`config.mk`:
```
export PLATFORM = sky130hd
export DESIGN_NAME = lcd_cmd_handler
export DESIGN_NICKNAME = d
export VERILOG_FILES = /design/src/shared/lcd_cmd_pkg.sv /design/src/design/lcd_cmd_handler.sv
export SDC_FILE = /design/constraint.sdc
export NUM_CORES = 2
export LEC_CHECK = 0
export BUFFER_PORTS_ARGS = -buffer_cell sky130_fd_sc_hd__buf_2
export CAP_MARGIN = 0
export CORE_MARGIN = 1
export CORE_UTILIZATION = 35
export CTS_CLUSTER_SIZE = 24
export DETAILED_ROUTE_END_ITERATION = 8
export HOLD_SLACK_MARGIN = 0.1
export PLACE_DENSITY = 0.61
export SLEW_MARGIN = 20
export SYNTH_ARGS = -nofsm -noshare
export SYNTH_HDL_FRONTEND = slang
export SYNTH_SLANG_ARGS = --single-unit
```
`constraint.sdc`:
```
create_clock -name pclk -period 4.16 [get_ports pclk]
set_input_delay 0.624 -clock pclk [delete_from_list [all_inputs] [get_ports pclk]]
set_output_delay 0.624 -clock pclk [all_outputs]
set_load 0.02 [all_outputs]
```
`src/shared/lcd_cmd_pkg.sv`:
```
// Constants for the display module command handler: command and answer
// codes, field limits, timing in milliseconds and the register map.
// Assumes the packet framer outside has checked framing and CRC.
package lcd_cmd_pkg;
	// ----------------------------------------------------------------
	// Command types and answer flags
	// ----------------------------------------------------------------
	localparam logic [7:0] CMD_REBOOT    = 8'h05;
	localparam logic [7:0] CMD_CLEAR     = 8'h06;
	localparam logic [7:0] CMD_LINE_TOP  = 8'h07;
	localparam logic [7:0] CMD_LINE_BOT  = 8'h08;
	localparam logic [7:0] CMD_GLYPH     = 8'h09;
	localparam logic [7:0] CMD_MEM_READ  = 8'h0a;
	localparam logic [7:0] CMD_CUR_POS   = 8'h0b;
	localparam logic [7:0] CMD_CUR_STYLE = 8'h0c;
	localparam logic [7:0] CMD_CONTRAST  = 8'h0d;
	localparam logic [7:0] CMD_BACKLIGHT = 8'h0e;
	localparam logic [7:0] CMD_FAN_REP   = 8'h10;
	localparam logic [7:0] RSP_FLAG      = 8'h40;
	localparam logic [7:0] ERR_FLAG      = 8'hc0;
	localparam logic [4:0] MEM_READ_LEN  = 5'h09;
	// Key bytes of the three reboot variants
	localparam logic [23:0] KEY_REBOOT   = {8'h63, 8'h12, 8'h08};
	localparam logic [23:0] KEY_HOST_RST = {8'h61, 8'h1c, 8'h0c};
	localparam logic [23:0] KEY_HOST_OFF = {8'h5f, 8'h0b, 8'h03};
	// ----------------------------------------------------------------
	// Memory layout and limits
	// ----------------------------------------------------------------
	localparam logic [7:0] BLANK_CHAR    = 8'h20;
	localparam int         LINE_CHARS    = 20;
	localparam int         CENTRE_OFS    = 2;
	localparam int         CHAR_CELLS    = 40;
	localparam int         GLYPH_BYTES   = 64;
	localparam logic [7:0] CONTRAST_MAX  = 8'h32;
	localparam logic [7:0] BACKLIGHT_MAX = 8'h64;
	localparam logic [7:0] FULL_POWER    = 8'h64;
	// ----------------------------------------------------------------
	// Timing
	// ----------------------------------------------------------------
	localparam int          CLK_HZ        = 40000000;
	localparam int          TICK_CYCLES   = CLK_HZ / 1000;
	localparam logic [15:0] HOST_RST_MS   = 16'h05dc;
	localparam logic [15:0] BOOT_BASE_MS  = 16'h012c;
	localparam logic [15:0] STAGGER_MS    = 16'h01f4;
	localparam logic [8:0]  REPORT_MS     = 9'h1f4;
	localparam logic [8:0]  SLOT_MS       = 9'h07d;
	// ----------------------------------------------------------------
	// Register map and reset values
	// ----------------------------------------------------------------
	localparam logic [7:0]  OFS_STATUS    = 8'h00;
	localparam logic [7:0]  OFS_FAN_PWR   = 8'h04;
	localparam logic [7:0]  OFS_PULSE     = 8'h08;
	localparam logic [7:0]  OFS_SETTINGS  = 8'h0c;
	localparam logic [31:0] RST_FAN_PWR   = 32'h64646464;
	localparam logic [15:0] RST_PULSE_MS  = 16'h03e8;
	localparam logic [7:0]  RST_CONTRAST  = 8'h10;
	localparam logic [7:0]  RST_BACKLIGHT = 8'h64;

	typedef enum logic [2:0] {
		ST_BOOT = 3'b000,
		ST_IDLE = 3'b001,
		ST_ACK  = 3'b010,
		ST_HRST = 3'b011,
		ST_HPWR = 3'b100
	} seq_state_t;
endpackage

```
`src/design/lcd_cmd_handler.sv`:
```
// Command handler of a character display module: takes decoded command
// packets, keeps display state, answers each packet, runs host control.
// Assumes framed, CRC-checked packets and an APB master for setup.
// Overview of operation
// - Every command gets answer or error packet
// - Answer keeps low 6 type bits
// - Ack, host reset, reboot, then busy
// - Ack, power pulse, reboot, then busy
// - Reboot variants answered with 0x45
// - Fans switched on one by one
// - Clear fills blanks, cursor home
// - Top line takes sixteen centre characters
// - Bottom line takes sixteen centre characters
// - Glyph index then eight rows stored
// - Glyph rows six bits, top first
// - Memory read returns address and eight bytes
// - Cursor column 0-15, row 0-1
// - Cursor style one of four
// - Contrast 0 to 50 applied
// - Backlight 0 to 100 applied
// - Fan report mask 0 to 15
// - Fan reports every 500 ms, staggered
// - Reported fan forced full per slot
// - Command state kept as boot state, except the fan report mask
//
// Chosen here: the register offsets and the APB register port.
`timescale 1ns/1ps
module lcd_cmd_handler #(
	parameter int TICK_CYCLES = lcd_cmd_pkg::TICK_CYCLES
) (
	// Clock and reset
	input  wire logic         pclk,
	input  wire logic         presetn,
	// APB slave
	input  wire logic         psel,
	input  wire logic         penable,
	input  wire logic         pwrite,
	input  wire logic [7:0]   paddr,
	input  wire logic [31:0]  pwdata,
	output logic      [31:0]  prdata,
	output logic              pready,
	output logic              pslverr,
	// Command packets in
	input  wire logic         cmd_valid,
	output logic              cmd_ready,
	input  wire logic [7:0]   cmd_type,
	input  wire logic [4:0]   cmd_len,
	input  wire logic [127:0] cmd_data,
	// Answer packets out
	output logic              rsp_valid,
	input  wire logic         rsp_ready,
	output logic      [7:0]   rsp_type,
	output logic      [4:0]   rsp_len,
	output logic      [71:0]  rsp_data,
	// Fan speed report strobes
	output logic              report_valid,
	output logic      [1:0]   report_fan,
	// Display and fan controls
	output logic      [7:0]   contrast,
	output logic      [7:0]   backlight,
	output logic      [3:0]   cursor_col,
	output logic              cursor_row,
	output logic      [1:0]   cursor_style,
	output logic      [31:0]  fan_pwr,
	output logic      [3:0]   fan_force,
	// Host control
	output logic              host_rst_out,
	output logic              host_pwr_out,
	output logic              busy
);
	import lcd_cmd_pkg::*;

	// ----------------------------------------------------------------
	// State
	// ----------------------------------------------------------------
	logic [7:0]  char_mem  [0:CHAR_CELLS-1];  // display_char_memory
	logic [7:0]  glyph_mem [0:GLYPH_BYTES-1]; // glyph_pattern_memory
	seq_state_t  state_reg;
	logic [1:0]  kind_reg;
	logic [15:0] seq_ms_reg;
	logic [2:0]  boot_fan_reg;
	logic        seen_reg;
	logic [3:0]  fan_on_reg;
	logic [3:0]  fan_mask_reg;
	logic [8:0]  rep_ms_reg;
	logic [15:0] tick_reg;
	logic        ms_tick;
	logic [31:0] fan_cfg_reg;
	logic [15:0] pulse_ms_reg;
	logic        accept;
	logic        cmd_ok;
	logic [7:0]  b [0:15];
	logic [71:0] rd_bytes;
	logic [1:0]  slot;

	always_comb begin
		for (int i = 0; i < 16; i++) begin
			b[i] = cmd_data[8*i +: 8];
		end
	end

	// Commands are refused by back-pressure while busy or answer pending
	assign cmd_ready = (state_reg == ST_IDLE) && !rsp_valid;
	assign accept    = cmd_valid && cmd_ready;
	assign busy      = (state_reg != ST_IDLE);
	assign host_rst_out = (state_reg == ST_HRST);
	assign host_pwr_out = (state_reg == ST_HPWR);

	// ----------------------------------------------------------------
	// Command checking
	// ----------------------------------------------------------------
	// Range checks guard every state change; a failing packet is answered
	// with an error and nothing is touched
	always_comb begin
		cmd_ok = 1'b0;
		case (cmd_type)
			CMD_REBOOT: cmd_ok = (cmd_len == 5'd3) &&
				({b[2], b[1], b[0]} == KEY_REBOOT ||
				 {b[2], b[1], b[0]} == KEY_HOST_RST ||
				 {b[2], b[1], b[0]} == KEY_HOST_OFF);
			CMD_CLEAR:    cmd_ok = (cmd_len == 5'd0);
			CMD_LINE_TOP: cmd_ok = (cmd_len == 5'd16);
			CMD_LINE_BOT: cmd_ok = (cmd_len == 5'd16);
			CMD_GLYPH: begin
				cmd_ok = (cmd_len == 5'd9) && (b[0] < 8'd8);
				for (int i = 1; i < 9; i++) begin
					if (b[i][7:6] != 2'b00) begin
						cmd_ok = 1'b0;
					end
				end
			end
			CMD_MEM_READ: cmd_ok = (cmd_len == 5'd1) &&
				((b[0][7:6] == 2'b01) ||
				 (b[0][7] && !b[0][5] &&
				  b[0][4:0] < 5'(LINE_CHARS)));
			CMD_CUR_POS: cmd_ok = (cmd_len == 5'd2) && (b[0] < 8'd16) &&
				(b[1] < 8'd2);
			CMD_CUR_STYLE: cmd_ok = (cmd_len == 5'd1) &&
				(b[0] < 8'd4);
			CMD_CONTRAST: cmd_ok = (cmd_len == 5'd1) &&
				(b[0] <= CONTRAST_MAX);
			CMD_BACKLIGHT: cmd_ok = (cmd_len == 5'd1) &&
				(b[0] <= BACKLIGHT_MAX);
			CMD_FAN_REP: cmd_ok = (cmd_len == 5'd1) &&
				(b[0] < 8'd16);
			default: cmd_ok = 1'b0;
		endcase
	end

	// Byte at a native address code; codes past a line read as zero
	function automatic logic [7:0] mem_byte(input logic [7:0] a);
		logic [5:0] idx;
		idx = a[6] ? 6'(LINE_CHARS) + {1'b0, a[4:0]} : {1'b0, a[4:0]};
		if (a[7:6] == 2'b01) begin
			return glyph_mem[a[5:0]];
		end else if (a[7] && !a[5] && a[4:0] < 5'(LINE_CHARS)) begin
			return char_mem[idx];
		end
		return 8'h00;
	endfunction

	// Echoed address then eight bytes from the read address onward
	always_comb begin
		rd_bytes = '0;
		rd_bytes[7:0] = b[0];
		for (int i = 0; i < 8; i++) begin
			rd_bytes[8*(i+1) +: 8] = mem_byte(b[0] + 8'(i));
		end
	end

	// ----------------------------------------------------------------
	// Answer channel
	// ----------------------------------------------------------------
	// One answer per accepted packet, held until the framer takes it
	always_ff @(posedge pclk or negedge presetn) begin
		if (!presetn) begin
			rsp_valid <= 1'b0;
			rsp_type  <= 8'h00;
			rsp_len   <= 5'h00;
			rsp_data  <= '0;
		end else if (accept) begin
			rsp_valid <= 1'b1;
			rsp_type  <= {2'b00, cmd_type[5:0]} |
				(cmd_ok ? RSP_FLAG : ERR_FLAG);
			rsp_len   <= 5'h00;
			rsp_data  <= '0;
			if (cmd_ok && cmd_type == CMD_MEM_READ) begin
				rsp_len  <= MEM_READ_LEN;
				rsp_data <= rd_bytes;
			end
		end else if (rsp_ready) begin
			rsp_valid <= 1'b0;
		end
	end

	// ----------------------------------------------------------------
	// Display memories
	// ----------------------------------------------------------------
	// Contents survive a module reboot, as a stored boot state would
	always_ff @(posedge pclk or negedge presetn) begin
		if (!presetn) begin
			for (int i = 0; i < CHAR_CELLS; i++) begin
				char_mem[i] <= BLANK_CHAR;
			end
			for (int i = 0; i < GLYPH_BYTES; i++) begin
				glyph_mem[i] <= 8'h00;
			end
		end else if (accept && cmd_ok) begin
			case (cmd_type)
				CMD_CLEAR: begin
					for (int i = 0; i < CHAR_CELLS; i++) begin
						char_mem[i] <= BLANK_CHAR;
					end
				end
				CMD_LINE_TOP: begin
					for (int i = 0; i < 16; i++) begin
						char_mem[CENTRE_OFS + i] <= b[i];
					end
				end
				CMD_LINE_BOT: begin
					for (int i = 0; i < 16; i++) begin
						char_mem[LINE_CHARS + CENTRE_OFS + i] <= b[i];
					end
				end
				CMD_GLYPH: begin
					for (int i = 0; i < 8; i++) begin
						glyph_mem[{b[0][2:0], 3'(i)}] <= b[i+1];
					end
				end
				default: begin
				end
			endcase
		end
	end

	// ----------------------------------------------------------------
	// Settings registers
	// ----------------------------------------------------------------
	always_ff @(posedge pclk or negedge presetn) begin
		if (!presetn) begin
			contrast     <= RST_CONTRAST;
			backlight    <= RST_BACKLIGHT;
			cursor_col   <= 4'h0;
			cursor_row   <= 1'b0;
			cursor_style <= 2'h0;
		end else if (accept && cmd_ok) begin
			case (cmd_type)
				CMD_CLEAR: begin
					cursor_col <= 4'h0;
					cursor_row <= 1'b0;
				end
				CMD_CUR_POS: begin
					cursor_col <= b[0][3:0];
					cursor_row <= b[1][0];
				end
				CMD_CUR_STYLE: cursor_style <= b[0][1:0];
				CMD_CONTRAST:  contrast     <= b[0];
				CMD_BACKLIGHT: backlight    <= b[0];
				default: begin
				end
			endcase
		end
	end

	// Millisecond tick; all slow timing counts these pulses
	always_ff @(posedge pclk or negedge presetn) begin
		if (!presetn) begin
			tick_reg <= 16'h0000;
			ms_tick  <= 1'b0;
		end else begin
			ms_tick  <= (tick_reg == 16'(TICK_CYCLES - 1));
			tick_reg <= (tick_reg == 16'(TICK_CYCLES - 1)) ? 16'h0000
				: tick_reg + 16'h0001;
		end
	end

	// ----------------------------------------------------------------
	// Host control and boot sequence
	// ----------------------------------------------------------------
	// Power-up starts in boot; fans come on one at a time so their inrush
	// does not add up. Unpowered fans are skipped at no cost.
	always_ff @(posedge pclk or negedge presetn) begin
		if (!presetn) begin
			state_reg    <= ST_BOOT;
			kind_reg     <= 2'h0;
			seq_ms_reg   <= 16'h0000;
			boot_fan_reg <= 3'h0;
			seen_reg     <= 1'b0;
			fan_on_reg   <= 4'h0;
		end else begin
			if (ms_tick) begin
				seq_ms_reg <= seq_ms_reg + 16'h0001;
			end
			case (state_reg)
				ST_IDLE: begin
					if (accept && cmd_ok && cmd_type == CMD_REBOOT) begin
						state_reg <= ST_ACK;
						kind_reg  <= ({b[2], b[1], b[0]} == KEY_HOST_RST) ? 2'h1
							: ({b[2], b[1], b[0]} == KEY_HOST_OFF) ? 2'h2 : 2'h0;
					end
				end
				ST_ACK: begin
					// Host action only after the answer has left
					if (!rsp_valid) begin
						seq_ms_reg <= 16'h0000;
						state_reg  <= (kind_reg == 2'h1) ? ST_HRST
							: (kind_reg == 2'h2) ? ST_HPWR : ST_BOOT;
						boot_fan_reg <= 3'h0;
						seen_reg     <= 1'b0;
						fan_on_reg   <= 4'h0;
					end
				end
				ST_HRST, ST_HPWR: begin
					if (seq_ms_reg >= ((state_reg == ST_HRST) ? HOST_RST_MS
						: pulse_ms_reg)) begin
						state_reg    <= ST_BOOT;
						seq_ms_reg   <= 16'h0000;
						boot_fan_reg <= 3'h0;
						seen_reg     <= 1'b0;
						fan_on_reg   <= 4'h0;
					end
				end
				ST_BOOT: begin
					if (boot_fan_reg[2]) begin
						if (seq_ms_reg >= BOOT_BASE_MS) begin
							state_reg <= ST_IDLE;
						end
					end else if (fan_cfg_reg[8*boot_fan_reg[1:0] +: 8] == 8'h00) begin
						boot_fan_reg <= boot_fan_reg + 3'h1;
					end else if (!seen_reg || seq_ms_reg >= STAGGER_MS) begin
						fan_on_reg[boot_fan_reg[1:0]] <= 1'b1;
						seen_reg     <= 1'b1;
						seq_ms_reg   <= 16'h0000;
						boot_fan_reg <= boot_fan_reg + 3'h1;
					end
				end
				default: state_reg <= ST_IDLE;
			endcase
		end
	end

	// ----------------------------------------------------------------
	// Fan reporting
	// ----------------------------------------------------------------
	// Mask is not kept over a reboot; the host must enable it again
	always_ff @(posedge pclk or negedge presetn) begin
		if (!presetn) begin
			fan_mask_reg <= 4'h0;
		end else if (state_reg == ST_BOOT) begin
			fan_mask_reg <= 4'h0;
		end else if (accept && cmd_ok && cmd_type == CMD_FAN_REP) begin
			fan_mask_reg <= b[0][3:0];
		end
	end

	assign slot = (rep_ms_reg < SLOT_MS) ? 2'd0
		: (rep_ms_reg < 9'(2 * SLOT_MS)) ? 2'd1
		: (rep_ms_reg < 9'(3 * SLOT_MS)) ? 2'd2 : 2'd3;

	// Half-second frame cut into four eighth-second slots, one per fan
	always_ff @(posedge pclk or negedge presetn) begin
		if (!presetn) begin
			rep_ms_reg   <= 9'h000;
			report_valid <= 1'b0;
			report_fan   <= 2'h0;
		end else begin
			report_valid <= 1'b0;
			if (fan_mask_reg == 4'h0) begin
				rep_ms_reg <= 9'h000;
			end else if (ms_tick) begin
				rep_ms_reg <= (rep_ms_reg == REPORT_MS - 9'h001) ? 9'h000
					: rep_ms_reg + 9'h001;
				if (rep_ms_reg == 9'(SLOT_MS * slot) && fan_mask_reg[slot]) begin
					report_valid <= 1'b1;
					report_fan   <= slot;
				end
			end
		end
	end

	// Forced full power in the fan's own slot so its tach can be read
	always_ff @(posedge pclk or negedge presetn) begin
		if (!presetn) begin
			fan_force <= 4'h0;
			fan_pwr   <= 32'h0;
		end else begin
			for (int k = 0; k < 4; k++) begin
				fan_force[k] <= fan_mask_reg[k] && (slot == 2'(k));
				fan_pwr[8*k +: 8] <= !fan_on_reg[k] ? 8'h00
					: fan_force[k] ? FULL_POWER : fan_cfg_reg[8*k +: 8];
			end
		end
	end

	// ----------------------------------------------------------------
	// APB slave
	// ----------------------------------------------------------------
	// Zero wait states; unmapped addresses answer with an error
	assign pready = 1'b1;

	always_ff @(posedge pclk or negedge presetn) begin
		if (!presetn) begin
			fan_cfg_reg  <= RST_FAN_PWR;
			pulse_ms_reg <= RST_PULSE_MS;
		end else if (psel && penable && pwrite) begin
			if (paddr == OFS_FAN_PWR) begin
				fan_cfg_reg <= pwdata;
			end else if (paddr == OFS_PULSE) begin
				pulse_ms_reg <= pwdata[15:0];
			end
		end
	end

	always_comb begin
		prdata  = 32'h0;
		pslverr = 1'b0;
		case (paddr)
			OFS_STATUS:   prdata = {20'h0, fan_on_reg, fan_mask_reg,
				busy, state_reg};
			OFS_FAN_PWR:  prdata = fan_cfg_reg;
			OFS_PULSE:    prdata = {16'h0, pulse_ms_reg};
			OFS_SETTINGS: prdata = {6'h0, cursor_style, 3'h0, cursor_row,
				cursor_col, backlight, contrast};
			default:      pslverr = psel && penable;
		endcase
	end

	// ----------------------------------------------------------------
	// Assertions
	// ----------------------------------------------------------------
	logic [5:0] acc_low_q;
	always_ff @(posedge pclk or negedge presetn) begin
		if (!presetn) begin
			acc_low_q <= 6'h00;
		end else if (accept) begin
			acc_low_q <= cmd_type[5:0];
		end
	end

	property p_answer;
		@(posedge pclk) disable iff (!presetn)
		accept |=> rsp_valid ##0 !cmd_ready;
	endproperty
	a_answer: assert property (p_answer) else $error("no answer");

	property p_low_bits;
		@(posedge pclk) disable iff (!presetn)
		accept |=> rsp_type[5:0] == acc_low_q;
	endproperty
	a_low_bits: assert property (p_low_bits) else $error("type bits");

	property p_reboot_ack;
		@(posedge pclk) disable iff (!presetn)
		(accept && cmd_ok && cmd_type == CMD_REBOOT) |=>
			rsp_type == 8'h45 && rsp_len == 5'h00;
	endproperty
	a_reboot_ack: assert property (p_reboot_ack) else $error("ack 45");

	property p_rst_after_ack;
		@(posedge pclk) disable iff (!presetn)
		$rose(host_rst_out) |-> !rsp_valid && $past(state_reg) == ST_ACK;
	endproperty
	a_rst_after_ack: assert property (p_rst_after_ack) else $error("early reset");

	property p_pwr_then_boot;
		@(posedge pclk) disable iff (!presetn)
		$fell(host_pwr_out) |-> state_reg == ST_BOOT && !cmd_ready;
	endproperty
	a_pwr_then_boot: assert property (p_pwr_then_boot) else $error("no reboot");

	property p_clear;
		@(posedge pclk) disable iff (!presetn)
		(accept && cmd_type == CMD_CLEAR && cmd_len == 5'd0) |=>
			cursor_col == 4'h0 && !cursor_row && rsp_type == 8'h46;
	endproperty
	a_clear: assert property (p_clear) else $error("clear");

	property p_contrast;
		@(posedge pclk) disable iff (!presetn)
		(accept && cmd_ok && cmd_type == CMD_CONTRAST) |=>
			contrast == $past(b[0]) && contrast <= CONTRAST_MAX;
	endproperty
	a_contrast: assert property (p_contrast) else $error("contrast");

	property p_bad_cmd;
		@(posedge pclk) disable iff (!presetn)
		(accept && !cmd_ok) |=> rsp_type[7:6] == 2'b11 &&
			$stable(contrast) && $stable(backlight) && $stable(cursor_col);
	endproperty
	a_bad_cmd: assert property (p_bad_cmd) else $error("bad cmd");

	property p_report;
		@(posedge pclk) disable iff (!presetn)
		report_valid |-> fan_mask_reg[report_fan] && fan_force[report_fan];
	endproperty
	a_report: assert property (p_report) else $error("report");

	property p_force;
		@(posedge pclk) disable iff (!presetn)
		(fan_force[0] && fan_on_reg[0]) |=> fan_pwr[7:0] == FULL_POWER;
	endproperty
	a_force: assert property (p_force) else $error("force");

	c_mem_read: cover property (@(posedge pclk) disable iff (!presetn)
		accept && cmd_ok && cmd_type == CMD_MEM_READ);
	c_host_rst: cover property (@(posedge pclk) disable iff (!presetn)
		$fell(host_rst_out));
	c_report: cover property (@(posedge pclk) disable iff (!presetn)
		report_valid && report_fan == 2'd3);
endmodule

```
Yosys cells after proc, flatten, opt, wreduce, memory -nomap -nowiden
Cells that the tools add are included.
{"block": "totals", "regBits": 1023, "input_bits": 188, "out_inout_bits": 186, "elab_cells": 577}
{"block": "classes", "add_sub_neg": 19, "mul": 1, "n_lt_le_gt_ge": 55, "n_eq_ne": 52, "shifts": 1, "mux": 199, "bitwise": 28, "reduce_logical": 100}
{"operator": "$bwmux W512", "count": 8}
{"operator": "$bmux W8 S6", "count": 16}
{"operator": "$mux W8", "count": 73}
{"operator": "$pmux W128 S2", "count": 2}
{"operator": "$demux W8 S6", "count": 8}
{"operator": "$ge A7 B7 Y1 const B", "count": 24}
{"operator": "$not A6 Y7", "count": 24}
{"operator": "$mux W16", "count": 8}
{"operator": "$pmux W32 S4", "count": 1}
{"operator": "$eq A24 B23 Y1 const B", "count": 3}
{"operator": "$eq A8 B4 Y1 const B", "count": 9}
{"operator": "$mux W72", "count": 1}
{"operator": "$lt A7 B1 Y1 const B", "count": 8}
{"operator": "$add A5 B5 Y6 const A", "count": 8}
{"operator": "$mux W6", "count": 8}
{"operator": "$pmux W16 S3", "count": 1}
{"operator": "$logic_and A1 B1 Y1", "count": 47}
{"operator": "$lt A5 B5 Y1 const B", "count": 8}
{"operator": "$mux W1", "count": 38}
{"operator": "$mux W3", "count": 11}
{"operator": "$add A16 B1 Y16 const B", "count": 2}
{"operator": "$add A8 B3 Y8 const B", "count": 4}
{"operator": "$eq A8 B3 Y1 const B", "count": 4}
{"operator": "$ge A16 B9 Y1 const B", "count": 2}
{"operator": "65 further kinds", "count": 137}

Longest topological paths before layout
{"block": "depth", "depth_word": 15, "depth_mapped": 20, "mapped_depth_nobuf": 13}

Least setup slack after synthesis
Ideal clock, no wire load.
{"block": "synth_path", "path_kind": "input to register", "from": "input port cmd_data[1]", "to": "register rsp_data[38]", "setup_time_ps": 139, "arrival_time_ps": 5595, "required_time_ps": 4021, "setup_slack_ps": -1574, "path_stages": 18, "path_buffers": 9, "path_cell_list": "buf_2 > buf_2 > buf_1 > inv_1 > clkbuf_1 > clkbuf_1 > ha_1 > xnor2_1 > buf_1 > buf_1 > clkbuf_1 > ha_1 > mux2_2 > clkbuf_1 > a211oi_1 > a311oi_1 > a2111oi_0 > a211oi_1"}
{"block": "synth_between", "elab_chain_len": 13, "word_cells_on_any_way": 54, "cone_classes": "add/sub: 2; order compare: 7; eq/ne: 4; mux: 22; bitwise: 2; reduce/logical: 17"}
{"item": "from (decl)", "line": "lcd_cmd_handler.sv:48", "rtl": "input wire logic [127:0] cmd_data,"}
{"item": "branches (longest 12 deep; another with $add A8 B2 Y8)"}
{"item": "$mux W72 (*)", "line": "lcd_cmd_handler.sv:187", "rtl": "if (cmd_ok && cmd_type == CMD_MEM_READ) begin"}
{"item": "to (signal assigned)", "line": "lcd_cmd_handler.sv:189", "rtl": "rsp_data <= rd_bytes;"}
{"item": "to (decl)", "line": "lcd_cmd_handler.sv:54", "rtl": "output logic [71:0] rsp_data,"}
Mark *: on every way between the ends. The select of a mux whose other input is x is not followed.
A chain may end at the register's enable or synchronous reset.

Worst setup path in the final report
{"block": "layout_path", "from": "input port cmd_data[3]", "to": "register rsp_data[44]"}
{"block": "layout_between", "elab_chain_len": 13, "word_cells_on_any_way": 54, "cone_classes": "add/sub: 2; order compare: 7; eq/ne: 4; mux: 22; bitwise: 2; reduce/logical: 17"}
{"item": "branches (longest 12 deep; another with $add A8 B3 Y8)"}
{"item": "$mux W72 (*)", "line": "lcd_cmd_handler.sv:187"}
Marked as above.

==> flow_summary_export.csv <==
group,metric,value,unit
sta,timing.clock.skew,45.9,ps
critical_path,critPathArrivalTime,4490,ps
place,place_worst_setup_slack,-315,ps
clock_tree,cts_htree_levels,3,
yosys,post_synthesis_cell_area,74300,sq um
route,initialDrtViolationCount,9637,
route,drt_pass1_iterations,9,
place,dpl.cell_count,9602,
sta,period_minus_slack,3810,ps
clock_tree,number_of_buffers_inserted_during_clock_tree_synthesis,112,
grt,initial_antenna_violation_count,36,
route,routed_wire_length_per_instance,33.5,um
yosys,ys_ff_latch,1019,
yosys,synth_edf_count,0,
finish,drive_above_1_share,35.8,%
sta,worst_slew_pin_slew,1170,ps
power_and_ir_drop,power.density_cell_area,313,nW/um^2
grt,grt_overflow_total,0,
floorplanning,dieWidth,463,um
floorplanning,num_io_pins,374,
place,gp_congestion,1.07,
clock_tree,cts_num_sinks,1019,
route,vias_per_cell,6.52,
sta,slew_violations,0,
power_and_ir_drop,power.ir.vdd_worst,0.344,mV
clock_tree,cts_tree,"yes",
finish,final-instance-count-excl-fill,9926,
sta,setup_tns,0,ps
finish,most-common-layout-cells,"nand2_1 (1214), dfrtp_1 (965), mux4_2 (904), buf_4 (372), buf_2 (365)",
critical_path,critical-path-top-cell-by-count,"buf_4",
sta,finalCritPeriodShare,91.6,%
grt,largest_net_degree_at_the_start_of_global_routing,143,
route,num_vias,64751,
yosys,netlist_instances,6536,
grt,grt_first_pass_wirelength,469000,um
yosys,asyncSetResetFlopFracSynth,100,%
floorplanning,core_region_area,210000,sq um
route,post-route-drc-count,0,
finish,area.growth.synth_to_final,16.8,%
route,drt.antenna.violating_nets,0,
sta,maxSlewHeadroom,21.2,%
place,portBuffers,369,
floorplanning,fp-row-count,168,
critical_path,crit_path_cell_trace,"buf_2, ha_1, xnor2_1, buf_4, nor2_1, buf_12, nand2_1, o22ai_1, nor3_1, o21ai_0, a31oi_1, buf_4, a22o_1",
finish,largest_reg_flops,512,
clock_tree,cts.root.buffer_cell,"clkbuf_16",
min_path,holdCritPathClass,"input pin to flip-flop",
floorplanning,die_area,214000,sq um
critical_path,critical_path_required,4840,ps
yosys,post-synth-top-area-fraction,32.5,%
sta,finalSetupViolCount,0,
yosys,synthTopCellsByArea,"dfrtp_1 (32%), mux4_2 (27%), nand2_1 (6.1%), mux2_2 (5.0%), mux2_4 (3.3%)",
clock_tree,post_cts_resized,0,
finish,most_frequent_standard_cell_in_the_layout_excluding_fill_and_tap_cells,"nand2_1",
floorplanning,dieHeight,463,um
place,hpwlAfterDp,246000,um
grt,grt_util_all_layers,30.4,%
finish,n_fill_cell,19968,
power_and_ir_drop,leakagePower,37.8,nW
critical_path,max_stage_delay,960,ps
job,max_cap_viol_count,0,
sta,rsz0062_at_grt,"no",
finish,regMostFlops,"glyph_mem",
clock_tree,clk_latency,800,ps
grt,via_count_of_the_first_global_routing_pass,61339,
yosys,ys_warn_count,0,
clock_tree,clockBufferDepth,3,
yosys,avg_synthesized_cell_area,11.4,sq um
critical_path,worst_setup_path_start_kind,"input pin",
clock_tree,cts.reportedPaths.clkPinSlew,60,ps
yosys,synth_cell_types,92,
sta,finalHoldViolCount,0,
finish,nNetsFinal,7236,
clock_tree,post-cts-setup-buffers,0,
yosys,synth_area_leader_cell,"dfrtp_1",
critical_path,critical_path.n_buffers_inverters,4,
yosys,synth_seq_area_share,34.4,%
route,detail_route.wirelength,333000,um
power_and_ir_drop,overall_power,27.1,mW
critical_path,worst_path_max_delay_cell,"o21ai_0",
critical_path,critical_path.top_delay_family,"compound AO/OA/AOI/OAI gates",
critical_path,kind_of_capture_point_of_the_worst_setup_path,"flip-flop",
outcome,outcome,"finished clean",
floorplanning,initial_core_util,35.3,%
finish,biggestRegsByFlops,"glyph_mem x512, char_mem x256, rsp_data x72",
sta,final_critical_path_setup_slack,351,ps
sta,fmax,263,MHz
critical_path,critical_path_class,"input pin to flip-flop",
critical_path,critical_path_peak_fanout,12,
yosys,synth_top_flop_cell,"dfrtp_1",
==> synth_stat cells (12+ instances only) <==
cell,n
mux2i_1,213
xor2_1,25
a21oi_1,160
a32oi_1,41
nand4_1,37
o31ai_1,27
nor2b_1,65
and2_1,181
a22oi_1,26
mux4_2,904
a221oi_1,17
o21ai_0,231
dfstp_2,54
nand2b_1,27
mux2_4,163
nand2_1,1214
o22ai_1,46
nor4_1,34
clkbuf_1,315
buf_6,35
and3_1,36
buf_4,14
o21a_1,16
a31oi_1,59
nor2_1,269
nand3_1,200
a22o_1,27
a21o_1,15
xnor2_1,56
or3_1,15
nor3_1,71
buf_2,106
o311ai_0,12
mux2_2,328
o211ai_1,35
dfrtp_1,965
inv_1,127
ha_1,43
a211oi_1,46
buf_1,91
==> worst reg2reg max path, delay by kind of cell (launching register included) <==
kind / cells / cell delay (ps)
AND/OR/NAND/NOR: 5 / 1210
buffers and inverters: 2 / 500
AO/OA/AOI/OAI: 6 / 1390
flip-flops: 1 / 340
adder cells (fa/ha/maj): 1 / 200
==> path summary, 6_finish.rpt <==
check,cells after the start,slack (ps),from,endpoint
setup reg to reg,14,420,state_reg[1],seq_ms_reg[4]
setup / recovery,13,350,cmd_data[3],rsp_data[44]
max in group asynchronous,3,2420,presetn,char_mem[248]
min in group asynchronous,2,420,presetn,glyph_mem[405]
hold / removal,2,150,pwdata[13],pulse_ms_reg[13]
hold reg to reg,1,480,rsp_type[6],rsp_type[6]
==> area by class of cell <==
class	count	area, sq um	area share, %
diodes	26	65.1	0.0749
clock buffers	160	3230	3.72
clock inverters	44	648	0.746
inverters	137	519	0.598
multi-input cells	4821	46100	53.1
flip-flops and latches	1019	25600	29.4
well taps	2805	3510	4.04
repair buffers	914	7210	8.30
==> metrics by stage <==
stage / cell area (sq um) / hold WS, ps / util (%)
after floorplan: 74600 / 328 / -
after global placement: 81900 / 451 / 38.9
after detailed placement: 81900 / 463 / 38.9
after CTS: 86800 / 102 / 41.2
after global routing: 86800 / 122 / 41.2
final: 86800 / 146 / 41.3
==> cell families after synthesis <==
logic type | after synthesis | share of synthesized area (%)
flip-flops | 1019 | 34.4
other | 2 | 0.0101
AO/OA/AOI/OAI | 860 | 7.57
XOR/XNOR | 83 | 1.01
multiplexers | 1611 | 38.6
adder cells (fa/ha/maj) | 43 | 0.724
buffers and inverters | 698 | 4.13
AND/OR/NAND/NOR | 2220 | 13.6
==> where the power goes <==
group | switching, mW | internal, mW | total (mW)
Clock | 4.54 | 6.26 | 10.8
Sequential | 0.102 | 10.0 | 10.1
Combinational | 4.16 | 2.08 | 6.24
==> metal layers <==
layer / vias up / track usage, % / routed length (um) / part of all wire [%]
met2: 4761 / 43.7 / 140000 / 42
met5: - / 0.557 / 297 / 0.089
li1: 25654 / - / - / -
met3: 1003 / 11.4 / 45100 / 14
met1: 33306 / 39.1 / 124000 / 37
met4: 27 / 17.5 / 23600 / 7.1
==> what timing repair did <==
item                                   4_1_cts  5_1_grt
setup endpoints to repair                    0        0
hold buffers                                94        0
endpoints found under the hold margin      199        0
Power figures use the tool's default switching activity.
